$ cat src/common/ebc_pkg.sv
// Operation
// (RULE1) Five phases in fixed order per access
// (RULE2) Phase lengths from per-chip-select timing registers
// (RULE3) Address setup 1-2 units, +0-3 on window change
// (RULE4) Command delay and hold each 0-3 units
// (RULE5) Write setup or tristate turnaround 0-1 unit
// (RULE6) Access 1-32 units, optionally stretched by ready
// (RULE7) Read data captured as strobe rises, address changes
// (RULE8) Module holds read data until strobe rises
// (RULE9) Multiplexed: address then write data on shared lines
// (RULE10) Separate mode: write data on dedicated data lines
// (RULE11) 24-bit address bus apart from shared lines
// (RULE12) Ready sampled in access: wait or end cycle
// (RULE13) Ready polarity, sync or async with extra stage; code adds two stages on the async path
// (RULE14) Module withdraws ready before next sample point
// (RULE15) Phases count whole bus time units from clock
package ebc_pkg;

  // ----------------------------------------
  // Geometry
  // ----------------------------------------
  localparam int ADDR_W  = 24;
  localparam int DATA_W  = 16;
  localparam int NUM_CS  = 4;
  localparam int CS_W    = 2;
  localparam int AVM_AW  = 6;

  // ----------------------------------------
  // Register map (word byte addresses)
  // ----------------------------------------
  localparam logic [AVM_AW-1:0] REG_TIMING0 = 6'h00;
  localparam logic [AVM_AW-1:0] REG_ADDR    = 6'h10;
  localparam logic [AVM_AW-1:0] REG_WDATA   = 6'h14;
  localparam logic [AVM_AW-1:0] REG_CMD     = 6'h18;
  localparam logic [AVM_AW-1:0] REG_STATUS  = 6'h1C;
  localparam logic [AVM_AW-1:0] REG_RDATA   = 6'h20;
  localparam logic [AVM_AW-1:0] REG_PRESC   = 6'h24;
  localparam logic [7:0]        PRESC_RST   = 8'h00;

  // ----------------------------------------
  // Timing config field layout
  // ----------------------------------------
  localparam int F_AB   = 0;   // 1 bit: setup = 1 + field
  localparam int F_ABX  = 1;   // 2 bits: extra on window change
  localparam int F_C    = 3;   // 2 bits
  localparam int F_D    = 5;   // 1 bit
  localparam int F_E    = 6;   // 5 bits: access = 1 + field
  localparam int F_F    = 11;  // 2 bits
  localparam int F_MUX  = 13;  // multiplexed_bus_mode
  localparam int F_RDYE = 14;  // ready controlled
  localparam int F_RDYP = 15;  // ready active high
  localparam int F_RDYA = 16;  // asynchronous ready
  localparam int TCFG_W = 17;
  localparam logic [TCFG_W-1:0] TCFG_RST = 17'h007C1;

  // Window is this address bit and the bits above it
  localparam int WIN_LSB = 16;

  typedef struct packed {
    logic                    multiplexed_bus_mode;
    logic                    rdy_en;
    logic                    rdy_pol;
    logic                    rdy_async;
    logic [2:0]              len_ab;
    logic [1:0]              len_c;
    logic                    len_d;
    logic [5:0]              len_e;
    logic [1:0]              len_f;
  } phase_cfg_s;

  typedef struct packed {
    logic                    go;
    logic                    wr;
    logic                    bhe_n;
    logic [CS_W-1:0]         cs;
    logic [ADDR_W-1:0]       addr;
    logic [DATA_W-1:0]       wdata;
  } bus_req_s;

  typedef enum logic [2:0] {
    PH_IDLE = 3'b000,
    PH_AB   = 3'b001,
    PH_C    = 3'b010,
    PH_D    = 3'b011,
    PH_E    = 3'b100,
    PH_RDY  = 3'b101,
    PH_F    = 3'b110
  } phase_e;

endpackage

$ cat src/rtl/ebc_time_unit.sv
`timescale 1ns/1ps
module ebc_time_unit
  import ebc_pkg::*;
(
  // Clock and reset
  input  wire logic       i_mclk,
  input  wire logic       i_arst_n,
  // Control
  input  wire logic [7:0] i_presc,
  input  wire logic       i_clear,
  output logic            o_tick
);

  logic [7:0] count;

  // ----------------------------------------
  // One tick per bus time unit
  // ----------------------------------------
  // Restart at each access so the first unit is a whole one
  always_ff @(posedge i_mclk or negedge i_arst_n) begin
    if (!i_arst_n) begin
      count <= 8'h00;
    end else if (i_clear || count >= i_presc) begin
      count <= 8'h00;
    end else begin
      count <= count + 8'h01;
    end
  end

  assign o_tick = (count >= i_presc); // RULE15

endmodule

$ cat src/rtl/ebc_ready_sync.sv
`timescale 1ns/1ps
module ebc_ready_sync
  import ebc_pkg::*;
(
  // Clock and reset
  input  wire logic i_mclk,
  input  wire logic i_arst_n,
  // Ready pin and setup
  input  wire logic i_ready,
  input  wire logic i_pol,
  input  wire logic i_async,
  output logic      o_ready
);

  logic norm;
  logic sync1;
  logic sync2;

  assign norm = (i_ready == i_pol);

  // ----------------------------------------
  // Async path costs two extra stages
  // ----------------------------------------
  always_ff @(posedge i_mclk or negedge i_arst_n) begin
    if (!i_arst_n) begin
      sync1 <= 1'b0;
      sync2 <= 1'b0;
    end else begin
      sync1 <= norm;
      sync2 <= sync1;
    end
  end

  assign o_ready = i_async ? sync2 : norm; // RULE13

endmodule

$ cat src/rtl/ebc_core.sv
// Added by the designer: the Avalon-MM interface to the registers and the address map.
`timescale 1ns/1ps
module ebc_core
  import ebc_pkg::*;
(
  // Clock and reset
  input  wire logic              i_mclk,
  input  wire logic              i_arst_n,
  // Avalon-MM slave
  input  wire logic [AVM_AW-1:0] i_avm_address,
  input  wire logic              i_avm_read,
  input  wire logic              i_avm_write,
  input  wire logic [31:0]       i_avm_writedata,
  output logic [31:0]            o_avm_readdata,
  output logic                   o_avm_waitrequest,
  // External bus
  output logic [ADDR_W-1:0]      o_address_lines,
  input  wire logic [DATA_W-1:0] i_shared_addr_data_lines,
  output logic [DATA_W-1:0]      o_shared_addr_data_lines,
  output logic                   o_shared_addr_data_oe,
  input  wire logic [DATA_W-1:0] i_dedicated_data_lines,
  output logic [DATA_W-1:0]      o_dedicated_data_lines,
  output logic                   o_dedicated_data_oe,
  output logic                   o_rd_n,
  output logic                   o_wr_n,
  output logic [NUM_CS-1:0]      o_cs_n,
  output logic                   o_ale,
  output logic                   o_high_byte_enable_n,
  input  wire logic              i_ready
);

  // ----------------------------------------
  // Registers
  // ----------------------------------------
  logic [TCFG_W-1:0] chip_select_timing_config [NUM_CS];
  logic [7:0]        presc;
  bus_req_s          req;
  logic [DATA_W-1:0] rdata;
  logic              busy;
  logic              done;
  phase_e            phase;
  logic [5:0]        left;
  logic [ADDR_W-WIN_LSB-1:0] last_win;
  logic              win_valid;
  logic              tick;
  logic              rdy;
  phase_cfg_s        cfg;
  logic [TCFG_W-1:0] raw;
  logic              cmd_hit;
  logic              win_chg;
  logic              last_unit;
  logic              ab_exit;
  logic              strobe_rise;
  phase_e            after_acc;

  ebc_time_unit u_time (
    .i_mclk   (i_mclk),
    .i_arst_n (i_arst_n),
    .i_presc  (presc),
    .i_clear  (cmd_hit),
    .o_tick   (tick)
  );

  assign raw = chip_select_timing_config[req.cs];
  // Phase lengths come from the selected chip select
  always_comb begin
    cfg.multiplexed_bus_mode       = raw[F_MUX];
    cfg.rdy_en    = raw[F_RDYE];
    cfg.rdy_pol   = raw[F_RDYP];
    cfg.rdy_async = raw[F_RDYA];
    cfg.len_ab    = 3'(raw[F_AB]) + 3'h1
                  + (win_chg ? 3'(raw[F_ABX+:2]) : 3'h0); // RULE2 RULE3
    cfg.len_c     = raw[F_C+:2]; // RULE4
    cfg.len_d     = raw[F_D]; // RULE5
    cfg.len_e     = 6'(raw[F_E+:5]) + 6'h01; // RULE6
    cfg.len_f     = raw[F_F+:2]; // RULE4
  end

  assign win_chg = !win_valid || (last_win != req.addr[ADDR_W-1:WIN_LSB]);

  ebc_ready_sync u_rdy (
    .i_mclk   (i_mclk),
    .i_arst_n (i_arst_n),
    .i_ready  (i_ready),
    .i_pol    (cfg.rdy_pol),
    .i_async  (cfg.rdy_async),
    .o_ready  (rdy)
  );

  // ----------------------------------------
  // Bus slave: one wait cycle, then answer
  // ----------------------------------------
  logic acc_pend;
  always_ff @(posedge i_mclk or negedge i_arst_n) begin
    if (!i_arst_n) begin
      acc_pend <= 1'b0;
    end else begin
      acc_pend <= (i_avm_read || i_avm_write) && !acc_pend;
    end
  end
  assign o_avm_waitrequest = (i_avm_read || i_avm_write) && !acc_pend;
  assign cmd_hit = i_avm_write && acc_pend && (i_avm_address == REG_CMD) && !busy;

  always_ff @(posedge i_mclk or negedge i_arst_n) begin
    if (!i_arst_n) begin
      for (int i = 0; i < NUM_CS; i++) begin
        chip_select_timing_config[i] <= TCFG_RST;
      end
      presc <= PRESC_RST;
    end else if (i_avm_write && acc_pend) begin
      for (int i = 0; i < NUM_CS; i++) begin
        if (i_avm_address == REG_TIMING0 + AVM_AW'(4 * i)) begin
          chip_select_timing_config[i] <= i_avm_writedata[TCFG_W-1:0];
        end
      end
      if (i_avm_address == REG_PRESC) begin
        presc <= i_avm_writedata[7:0];
      end
    end
  end

  always_ff @(posedge i_mclk or negedge i_arst_n) begin
    if (!i_arst_n) begin
      req <= '0;
    end else if (i_avm_write && acc_pend && !busy) begin
      if (i_avm_address == REG_ADDR) begin
        req.addr <= i_avm_writedata[ADDR_W-1:0];
      end
      if (i_avm_address == REG_WDATA) begin
        req.wdata <= i_avm_writedata[DATA_W-1:0];
      end
      if (i_avm_address == REG_CMD) begin
        req.wr    <= i_avm_writedata[0];
        req.bhe_n <= i_avm_writedata[1];
        req.cs    <= i_avm_writedata[5:4];
      end
    end
  end

  always_ff @(posedge i_mclk or negedge i_arst_n) begin
    if (!i_arst_n) begin
      o_avm_readdata <= 32'h0000_0000;
    end else begin
      o_avm_readdata <= 32'h0000_0000;
      for (int i = 0; i < NUM_CS; i++) begin
        if (i_avm_address == REG_TIMING0 + AVM_AW'(4 * i)) begin
          o_avm_readdata <= 32'(chip_select_timing_config[i]);
        end
      end
      unique case (i_avm_address)
        REG_ADDR:   o_avm_readdata <= 32'(req.addr);
        REG_WDATA:  o_avm_readdata <= 32'(req.wdata);
        REG_STATUS: o_avm_readdata <= 32'({done, busy});
        REG_RDATA:  o_avm_readdata <= 32'(rdata);
        REG_PRESC:  o_avm_readdata <= 32'(presc);
        default: ;
      endcase
    end
  end

  // ----------------------------------------
  // Phase sequencer
  // ----------------------------------------
  assign last_unit = (left <= 6'h01);
  // First tick in setup already counts as its first unit
  assign ab_exit   = (phase == PH_AB) && tick
                   && ((left == 6'h00) ? (cfg.len_ab <= 3'h1) : last_unit);
  // Zero-length hold ends the cycle at the access end
  assign after_acc = (cfg.len_f != 2'h0) ? PH_F : PH_IDLE;

  always_ff @(posedge i_mclk or negedge i_arst_n) begin
    if (!i_arst_n) begin
      phase <= PH_IDLE;
      left  <= 6'h00;
      busy  <= 1'b0;
    end else if (phase == PH_IDLE) begin
      if (cmd_hit) begin
        busy  <= 1'b1;
        phase <= PH_AB; // RULE1
        left  <= 6'h00;
      end
    end else if (tick) begin // RULE15
      unique case (phase)
        PH_AB: begin
          if (ab_exit) begin
            // Zero-length phases are skipped, never stretched to a unit
            if (cfg.len_c != 2'h0) begin
              phase <= PH_C;
              left  <= 6'(cfg.len_c);
            end else if (cfg.len_d) begin
              phase <= PH_D;
              left  <= 6'(cfg.len_d);
            end else begin
              phase <= PH_E;
              left  <= cfg.len_e;
            end
          end else if (left == 6'h00) begin
            left <= 6'(cfg.len_ab) - 6'h01; // RULE3
          end else begin
            left <= left - 6'h01;
          end
        end
        PH_C: begin
          if (!last_unit) begin
            left <= left - 6'h01;
          end else if (cfg.len_d) begin
            phase <= PH_D;
            left  <= 6'(cfg.len_d);
          end else begin
            phase <= PH_E;
            left  <= cfg.len_e;
          end
        end
        PH_D: begin
          if (last_unit) begin
            phase <= PH_E;
            left  <= cfg.len_e;
          end else begin
            left <= left - 6'h01;
          end
        end
        PH_E: begin
          if (last_unit) begin
            phase <= cfg.rdy_en ? PH_RDY : after_acc; // RULE6
            left  <= 6'(cfg.len_f);
            busy  <= cfg.rdy_en || (after_acc != PH_IDLE);
          end else begin
            left <= left - 6'h01;
          end
        end
        PH_RDY: begin
          if (rdy) begin
            phase <= after_acc; // RULE12
            busy  <= (after_acc != PH_IDLE);
          end
        end
        PH_F: begin
          if (last_unit) begin
            phase <= PH_IDLE;
            busy  <= 1'b0;
          end else begin
            left <= left - 6'h01;
          end
        end
        default: phase <= PH_IDLE;
      endcase
    end
  end

  logic strobe_end;
  assign strobe_end = tick && ((phase == PH_E && last_unit && !cfg.rdy_en)
                    || (phase == PH_RDY && rdy));

  // ----------------------------------------
  // Read capture, window tracking, done flag
  // ----------------------------------------
  // Strobe pins lag the phase, so capture waits one clock for the rise
  always_ff @(posedge i_mclk or negedge i_arst_n) begin
    if (!i_arst_n) begin
      rdata       <= 16'h0000;
      last_win    <= '0;
      win_valid   <= 1'b0;
      done        <= 1'b0;
      strobe_rise <= 1'b0;
    end else begin
      strobe_rise <= strobe_end;
      if (strobe_rise && !req.wr) begin
        rdata <= cfg.multiplexed_bus_mode ? i_shared_addr_data_lines
                         : i_dedicated_data_lines; // RULE7
      end
      if (ab_exit) begin
        last_win  <= req.addr[ADDR_W-1:WIN_LSB];
        win_valid <= 1'b1;
      end
      if (strobe_rise) begin
        done <= 1'b1;
      end else if (cmd_hit) begin
        done <= 1'b0;
      end
    end
  end

  // ----------------------------------------
  // Pin drive, all registered
  // ----------------------------------------
  logic in_cmd;
  assign in_cmd = (phase == PH_E || phase == PH_RDY);

  always_ff @(posedge i_mclk or negedge i_arst_n) begin
    if (!i_arst_n) begin
      o_address_lines          <= '0;
      o_shared_addr_data_lines <= '0;
      o_shared_addr_data_oe    <= 1'b0;
      o_dedicated_data_lines   <= '0;
      o_dedicated_data_oe      <= 1'b0;
      o_rd_n                   <= 1'b1;
      o_wr_n                   <= 1'b1;
      o_cs_n                   <= '1;
      o_ale                    <= 1'b0;
      o_high_byte_enable_n     <= 1'b1;
    end else begin
      o_address_lines      <= req.addr; // RULE11
      o_high_byte_enable_n <= (phase == PH_IDLE) ? 1'b1 : req.bhe_n;
      o_cs_n               <= '1;
      if (phase != PH_IDLE) begin
        o_cs_n[req.cs] <= 1'b0;
      end
      o_ale  <= (phase == PH_AB);
      o_rd_n <= !(in_cmd && !req.wr);
      o_wr_n <= !(in_cmd && req.wr);
      // Address first, write data later on shared lines
      o_shared_addr_data_oe    <= cfg.multiplexed_bus_mode && (phase == PH_AB
                               || (req.wr && (in_cmd || phase == PH_F
                               || (phase == PH_D)))); // RULE9
      o_shared_addr_data_lines <= (phase == PH_AB) ? req.addr[DATA_W-1:0]
                                                   : req.wdata; // RULE9
      o_dedicated_data_oe      <= !cfg.multiplexed_bus_mode && req.wr && (phase == PH_D
                               || in_cmd || phase == PH_F); // RULE10
      o_dedicated_data_lines   <= req.wdata; // RULE10
    end
  end

endmodule

$ cat config.mk
export PLATFORM = sky130hd
export DESIGN_NAME = ebc_core
export DESIGN_NICKNAME = d
export VERILOG_FILES = /design/src/common/ebc_pkg.sv /design/src/rtl/ebc_time_unit.sv /design/src/rtl/ebc_ready_sync.sv /design/src/rtl/ebc_core.sv
export SDC_FILE = /design/constraint.sdc
export NUM_CORES = 1
export LEC_CHECK = 0
export BUFFER_PORTS_ARGS = -buffer_cell sky130_fd_sc_hd__buf_4
export CORE_UTILIZATION = 35
export DETAILED_ROUTE_END_ITERATION = 7
export HOLD_SLACK_MARGIN = 0.15
export SKIP_CTS_REPAIR_TIMING = 1
export SLEW_MARGIN = 20
export SYNTH_ARGS = -nofsm -noshare
export SYNTH_HDL_FRONTEND = slang
export SYNTH_SLANG_ARGS = --single-unit
$ cat constraint.sdc
create_clock -name i_mclk -period 7 [get_ports i_mclk]
set_clock_uncertainty 0.2 [all_clocks]
set_input_delay 1.05 -clock i_mclk [delete_from_list [all_inputs] [get_ports i_mclk]]
set_output_delay 1.05 -clock i_mclk [all_outputs]
set_load 0.01 [all_outputs]
==> metrics.yaml, run 1 <==
outcome:
  status: "completed"
synth:
  synth_top_area_share: 0.479
  ys_ff_latch: 258
  synth_area_per_cell_um2: 12.5
  post_synth_num_cell_types: 77
  yosys.area.top_type: "dfrtp_1"
  synth-main-ff-cell: "dfrtp_1"
  yosysSeqAreaShare: 0.548
  yosysMostFrequentCell: "dfrtp_1"
  async_reset_ff_frac: 1.00
  syn_inst: 949
  synth_commonest_cells: "dfrtp_1, mux2_2, nand2_1"
  synth-edff-count: 0
  synth_area_um2: 11900
  ys_top_cells_by_area: "dfrtp_1, mux2_2, dfstp_2, mux4_2, nand2_1"
  yosys_warnings: 0
grt:
  grt_overflow: 0
  grt_usage: 0.183
  antenna_found_initial: 2
  first_global_vias: 8184
  grt_max_degree: 114
  grt_pass1_wl_mm: 47.9
clock_network:
  htreeDepth: 1
  root_buffer: "clkbuf_16"
  cts.sinks: 258
  cts_buffer_depth: 3
  cts_tree: "yes"
  clk_pin_slew_ns: 0.07
  insertion_delay_ns: 0.54
  cts-buffers-inserted: 29
route:
  vias: 8206
  wl_per_cell_um: 19.7
  drc: 0
  first_iter_violations: 549
  ant_nets: 0
  dr.pass1.iters: 5
  viasPerCell: 5.22
  wirelength_mm: 31.0
floorplan:
  start_util: 0.355
  rows: 67
  die_x_um: 186
  dieArea_um2: 34600
  chipHeight_um: 186
  design.core.area_um2: 33400
  io_pins: 174
pwr:
  p_total_mw: 4.05
  switching_share: 0.270
  p_leak_nw: 6.77
  p_clk_frac: 0.407
  combPwrFrac: 0.166
  intPower_mw: 2.96
  p_per_area_nw_per_um2: 279
  switchingPower_mw: 1.09
  vdd_drop_max_uv: 194
  seq_power_share: 0.428
min_path:
  worstHoldPathType: "reg2reg"
worst_setup_path:
  slowest_delay_ns: 0.74
  cp-start-kind: "flip-flop"
  cp_data_arrival_time_ns: 4.54
  end_kind: "flip-flop"
  crit_path_top_delay_cell: "dfrtp_1"
  cp_common_cell: "ha_1"
  path_cells: "mux4_2 -> inv_1 -> ha_1 -> ha_1 -> inv_1 -> ha_1 -> or2b_2 -> a311oi_4 -> nand2_2 -> a21o_1 -> or4_1 -> a32o_1"
  cp_max_fo: 12
  worst-setup-path-type: "reg2reg"
  cp_data_required_time_ns: 7.22
sta:
  fin_crit_sh: 0.617
  tightest_slew_ns: 1.06
  period_needed_ns: 4.32
  slew_violations: 0
  fin_tns_setup_ns: 0
  final-hold-violation-count: 0
  max_slew_margin: 0.291
  fmax_ghz: 0.231
  rsz0062_at_grt: "no"
  setup_violations: 0
job:
  drv_cap: 0
place:
  portBuffers: 157
  dp_hpwl_mm: 21.3
  gp_congestion: 0.902
cells_and_area:
  final_nets: 1193
  syn_to_final_growth_pct: 22.3
  drive_gt1_frac: 0.381
## metal layers
layer  share of wire  GRT usage
met1            0.45      0.255
met5         0.00042          0
met4           0.025     0.0534
met2            0.46      0.291
met3           0.063     0.0333
## cell families (layout without fill, tap and decap cells)
family                   count (synthesis)  after routing  synth area share
AO/OA/AOI/OAI                          188            188             0.113
flip-flops                             258            258             0.548
other                                    1             10          0.000316
XOR/XNOR                                22             22            0.0162
adder cells (fa/ha/maj)                 19             19            0.0200
AND/OR/NAND/NOR                        201            201            0.0871
multiplexers                           177            177             0.181
buffers and inverters                   83            248            0.0343
## cell type report
cell class	count	area, um2
clock buffer	34	785
tap	448	561
antenna	2	5.00
timing repair buffer	171	1290
clock inverter	19	268
fill	3138	18900
sequential	258	6490
inverter	24	90.1
multi-input combinational	615	5010
## cells in the final DEF (no fill, tap or decap), types with 15 or more instances in the layout
| cell | synthesis | final |
|---|---|---|
| a21oi_1 | 24 | 24 |
| nor2b_1 | 20 | 20 |
| o21ai_0 | 47 | 47 |
| dfrtp_1 | 227 | 227 |
| a221oi_1 | 23 | 23 |
| clkbuf_16 | 0 | 29 |
| dfstp_2 | 31 | 31 |
| a211oi_1 | 20 | 20 |
| mux2_2 | 137 | 137 |
| nand3_1 | 15 | 15 |
| buf_4 | 10 | 170 |
| mux2i_1 | 24 | 24 |
| nand2_1 | 65 | 65 |
| inv_1 | 23 | 23 |
| nor2_1 | 32 | 30 |
| ha_1 | 19 | 19 |
## worst max-delay path, delay by kind of cell (launching register included)
kind | cells | cell delay, ns
adders and majority gates | 3 | 0.53
and+or+nand+nor | 3 | 0.99
AOI/OAI and AO/OA | 3 | 0.95
DFF | 1 | 0.74
buffers and inverters | 2 | 0.19
muxes | 1 | 0.60
## through the flow
stage	std cells	hold WS, ns	utilization	setup WS [ns]	instance area, um2
after CTS	1569	0.154	0.433	2.66	14500
after floorplan	956	0.131	-	2.64	11900
after global routing	1569	0.166	0.433	2.46	14500
after global placement	1516	0.136	0.402	2.61	13400
after detailed placement	1516	0.143	0.402	2.59	13400
final	1571	0.150	0.434	2.68	14500
## registers in the layout, summed over array words and instances, names as in the netlist, 3 cells and up
name / flops
req: 44
last_win: 8
o_shared_addr_data_lines: 16
rdata: 16
presc: 8
o_address_lines: 24
o_dedicated_data_lines: 16
o_cs_n: 4
left: 6
phase: 3
u_time.count: 8
o_avm_readdata: 24
chip_select_timing_config: 68
## worst paths after layout
kind	start	end	slack, ns	depth (start not counted)
setup reg to reg	req[40]$_DFFE_PN0P_	left[0]$_DFFE_PN0P_	2.68	12
min in group asynchronous	i_arst_n	left[5]$_DFFE_PN0P_	0.38	1
hold reg to reg	u_rdy.sync1$_DFF_PN0_	u_rdy.sync2$_DFF_PN0_	0.15	0
setup / recovery	req[40]$_DFFE_PN0P_	left[0]$_DFFE_PN0P_	2.68	12
max in group asynchronous	i_arst_n	last_win[5]$_DFFE_PN0N_	4.78	2
hold / removal	u_rdy.sync1$_DFF_PN0_	u_rdy.sync2$_DFF_PN0_	0.15	0
## power by group through the flow
stage | clock network (mW) | registers [mW] | logic (mW)
after global routing | 1.75 | 1.75 | 0.749
after floorplan | 0 | 1.74 | 0.443
final | 1.65 | 1.73 | 0.671
after CTS | 1.69 | 1.73 | 0.674
after detailed placement | 0 | 1.76 | 0.672
after global placement | 0 | 1.75 | 0.663
(Power assumes the default switching activity.)
==> inputs of run 2 (changes only) <==
clock period = 3.72 ns   (was 7 ns; I/O delays follow)
==> run 2 against run 1 <==
Via count increased by 4.3%. Setup slack got worse by 2.6 ns. Non-clock buffer count increased by 80. Highest routed layer is now met4.
==> metrics.yaml, run 2 (synthesis gave the netlist of run 1 again) <==
route:
  top_layer_used: "met4"
  drc: 0
  dr.pass1.iters: 5
  wl_met2_mm: 15.3
  wirelength_met1_mm: 14.4
  wirelength_mm: 32.3
  ant_nets: 0
  wl_per_cell_um: 19.6
  vias: 8557
  viasPerCell: 5.19
  route.met3.wl_mm: 1.77
  first_iter_violations: 471
grt:
  grt_usage: 0.189
  grt_overflow: 0
  first_global_vias: 8528
  grt_max_degree: 93
  grt_pass1_wl_mm: 49.9
  antenna_found_initial: 0
clock_network:
  root_buffer: "clkbuf_16"
  cts.sinks: 258
  htreeDepth: 1
  cts-buffers-inserted: 29
  cts_buffer_depth: 3
  insertion_delay_ns: 0.55
  clk_pin_slew_ns: 0.06
  cts_tree: "yes"
pwr:
  p_leak_nw: 7.10
  p_per_area_nw_per_um2: 496
  vdd_drop_max_uv: 303
sta:
  fin_crit_sh: 0.972
  max_slew_margin: 0.303
  slew_violations: 0
  period_needed_ns: 3.62
  setup_violations: 0
  setup_slack_ns: 0.103
  tightest_slew_ns: 1.05
  final-hold-violation-count: 0
  fmax_ghz: 0.276
cells_and_area:
  largest_register_ffs: 68
  largest_registers: "chip_select_timing_config x68, req x44"
  nFillCells: 3072
  final_nets: 1273
  syn_to_final_growth_pct: 28.5
  num_antenna_cells: 0
  drive_gt1_frac: 0.386
  final_cell_mix: "dfrtp_1, buf_4, mux2_2"
  mostFrequentLayoutCell: "dfrtp_1"
  stdcell_count: 1648
  top_register: "chip_select_timing_config"
min_path:
  worstHoldPathType: "in2reg"
worst_setup_path:
  crit_path_top_delay_cell: "or4_1"
  cp_common_cell: "ha_2"
  end_kind: "flip-flop"
  worst-setup-path-type: "reg2reg"
  cp_max_fo: 5
  path_cells: "xor2_1 -> nor4_2 -> nand4_1 -> buf_4 -> nand2_1 -> ha_2 -> ha_4 -> inv_4 -> ha_2 -> or2b_4 -> a311oi_4 -> nand2_2 -> a21o_4 -> or4_1 -> a32o_1"
  cp-start-kind: "flip-flop"
  slowest_delay_ns: 0.41
  cp_data_arrival_time_ns: 3.85
  cp_data_required_time_ns: 3.95
floorplan:
  io_pins: 174
  design.core.area_um2: 33400
  dieArea_um2: 34600
  die_x_um: 186
  chipHeight_um: 186
  rows: 67
  start_util: 0.355
place:
  portBuffers: 157
  dp_slack_ns: -0.0225
  dp_hpwl_mm: 22.1
  dp.cells: 1544
  gp_congestion: 0.896
outcome:
  status: "completed"
job:
  drv_cap: 0
==> run 2: cell count changes in the layout (fill, tap and decap cells not counted), sizes merged <==
cell and delta:
clkbuf +8, bufinv -3, clkinv -4, dlygate4sd3 +49
diode -2, buf +31, inv -2
==> run 2: where the power goes <==
part | internal [mW] | leakage (nW) | switching [mW]
Combinational | 0.662 | 3.33 | 0.732
Clock | 1.76 | 0.472 | 1.15
Sequential | 3.06 | 3.30 | 0.196
==> run 2: worst max-delay path: cells and delay by family (launching register included) <==
kind,cells,cell delay (ns)
XOR/XNOR,1,0.18
flip-flops,1,0.39
AO/OA/AOI/OAI,3,0.70
adder cells (fa/ha/maj),3,0.55
AND/OR/NAND/NOR,6,1.25
buffers and inverters,2,0.23
==> run 2: final cells by class <==
cell class / instances / area [um2] / area share
Tap cell: 448 / 561 / 0.0368
Sequential cell: 258 / 6490 / 0.426
Multi-Input combinational cell: 615 / 5070 / 0.333
Inverter: 24 / 92.6 / 0.00607
Clock buffer: 42 / 835 / 0.0547
Timing Repair Buffer: 251 / 2050 / 0.135
Clock inverter: 10 / 141 / 0.00927
==> run 2: final timing paths <==
check,from,to,slack (ns),cells past startpoint
max in group asynchronous,i_arst_n,chip_select_timing_config[60]$_DFFE_PN1P_,1.89,3
min reg2reg,u_rdy.sync1$_DFF_PN0_,u_rdy.sync2$_DFF_PN0_,0.16,0
min,i_dedicated_data_lines[12],rdata[12]$_DFFE_PN0P_,0.10,3
max,last_win[3]$_DFFE_PN0N_,left[0]$_DFFE_PN0P_,0.10,15
min in group asynchronous,i_arst_n,rdata[2]$_DFFE_PN0P_,0.41,2
max reg2reg,last_win[3]$_DFFE_PN0N_,left[0]$_DFFE_PN0P_,0.10,15
==> run 2: routing by layer <==
| layer | global-route usage | up-vias |
|---|---|---|
| li1 | - | 3942 |
| met1 | 0.261 | 4309 |
| met2 | 0.306 | 256 |
| met3 | 0.0317 | 50 |
| met4 | 0.0534 | 0 |
| met5 | 0 | - |
==> run 2: stage by stage <==
stage                     power, mW  utilization  TNS (ns)  hold slack [ns]  instance area [um2]
after floorplan                4.12            -         0           0.0624                12000
final                          7.56        0.456         0            0.103                15200
after global placement         4.60        0.410         0            0.137                13700
after detailed placement       4.60        0.410   -0.0225            0.143                13700
after CTS                      7.55        0.439   -0.0667           -0.148                14700
after global routing           7.92        0.456   -0.0993            0.151                15200
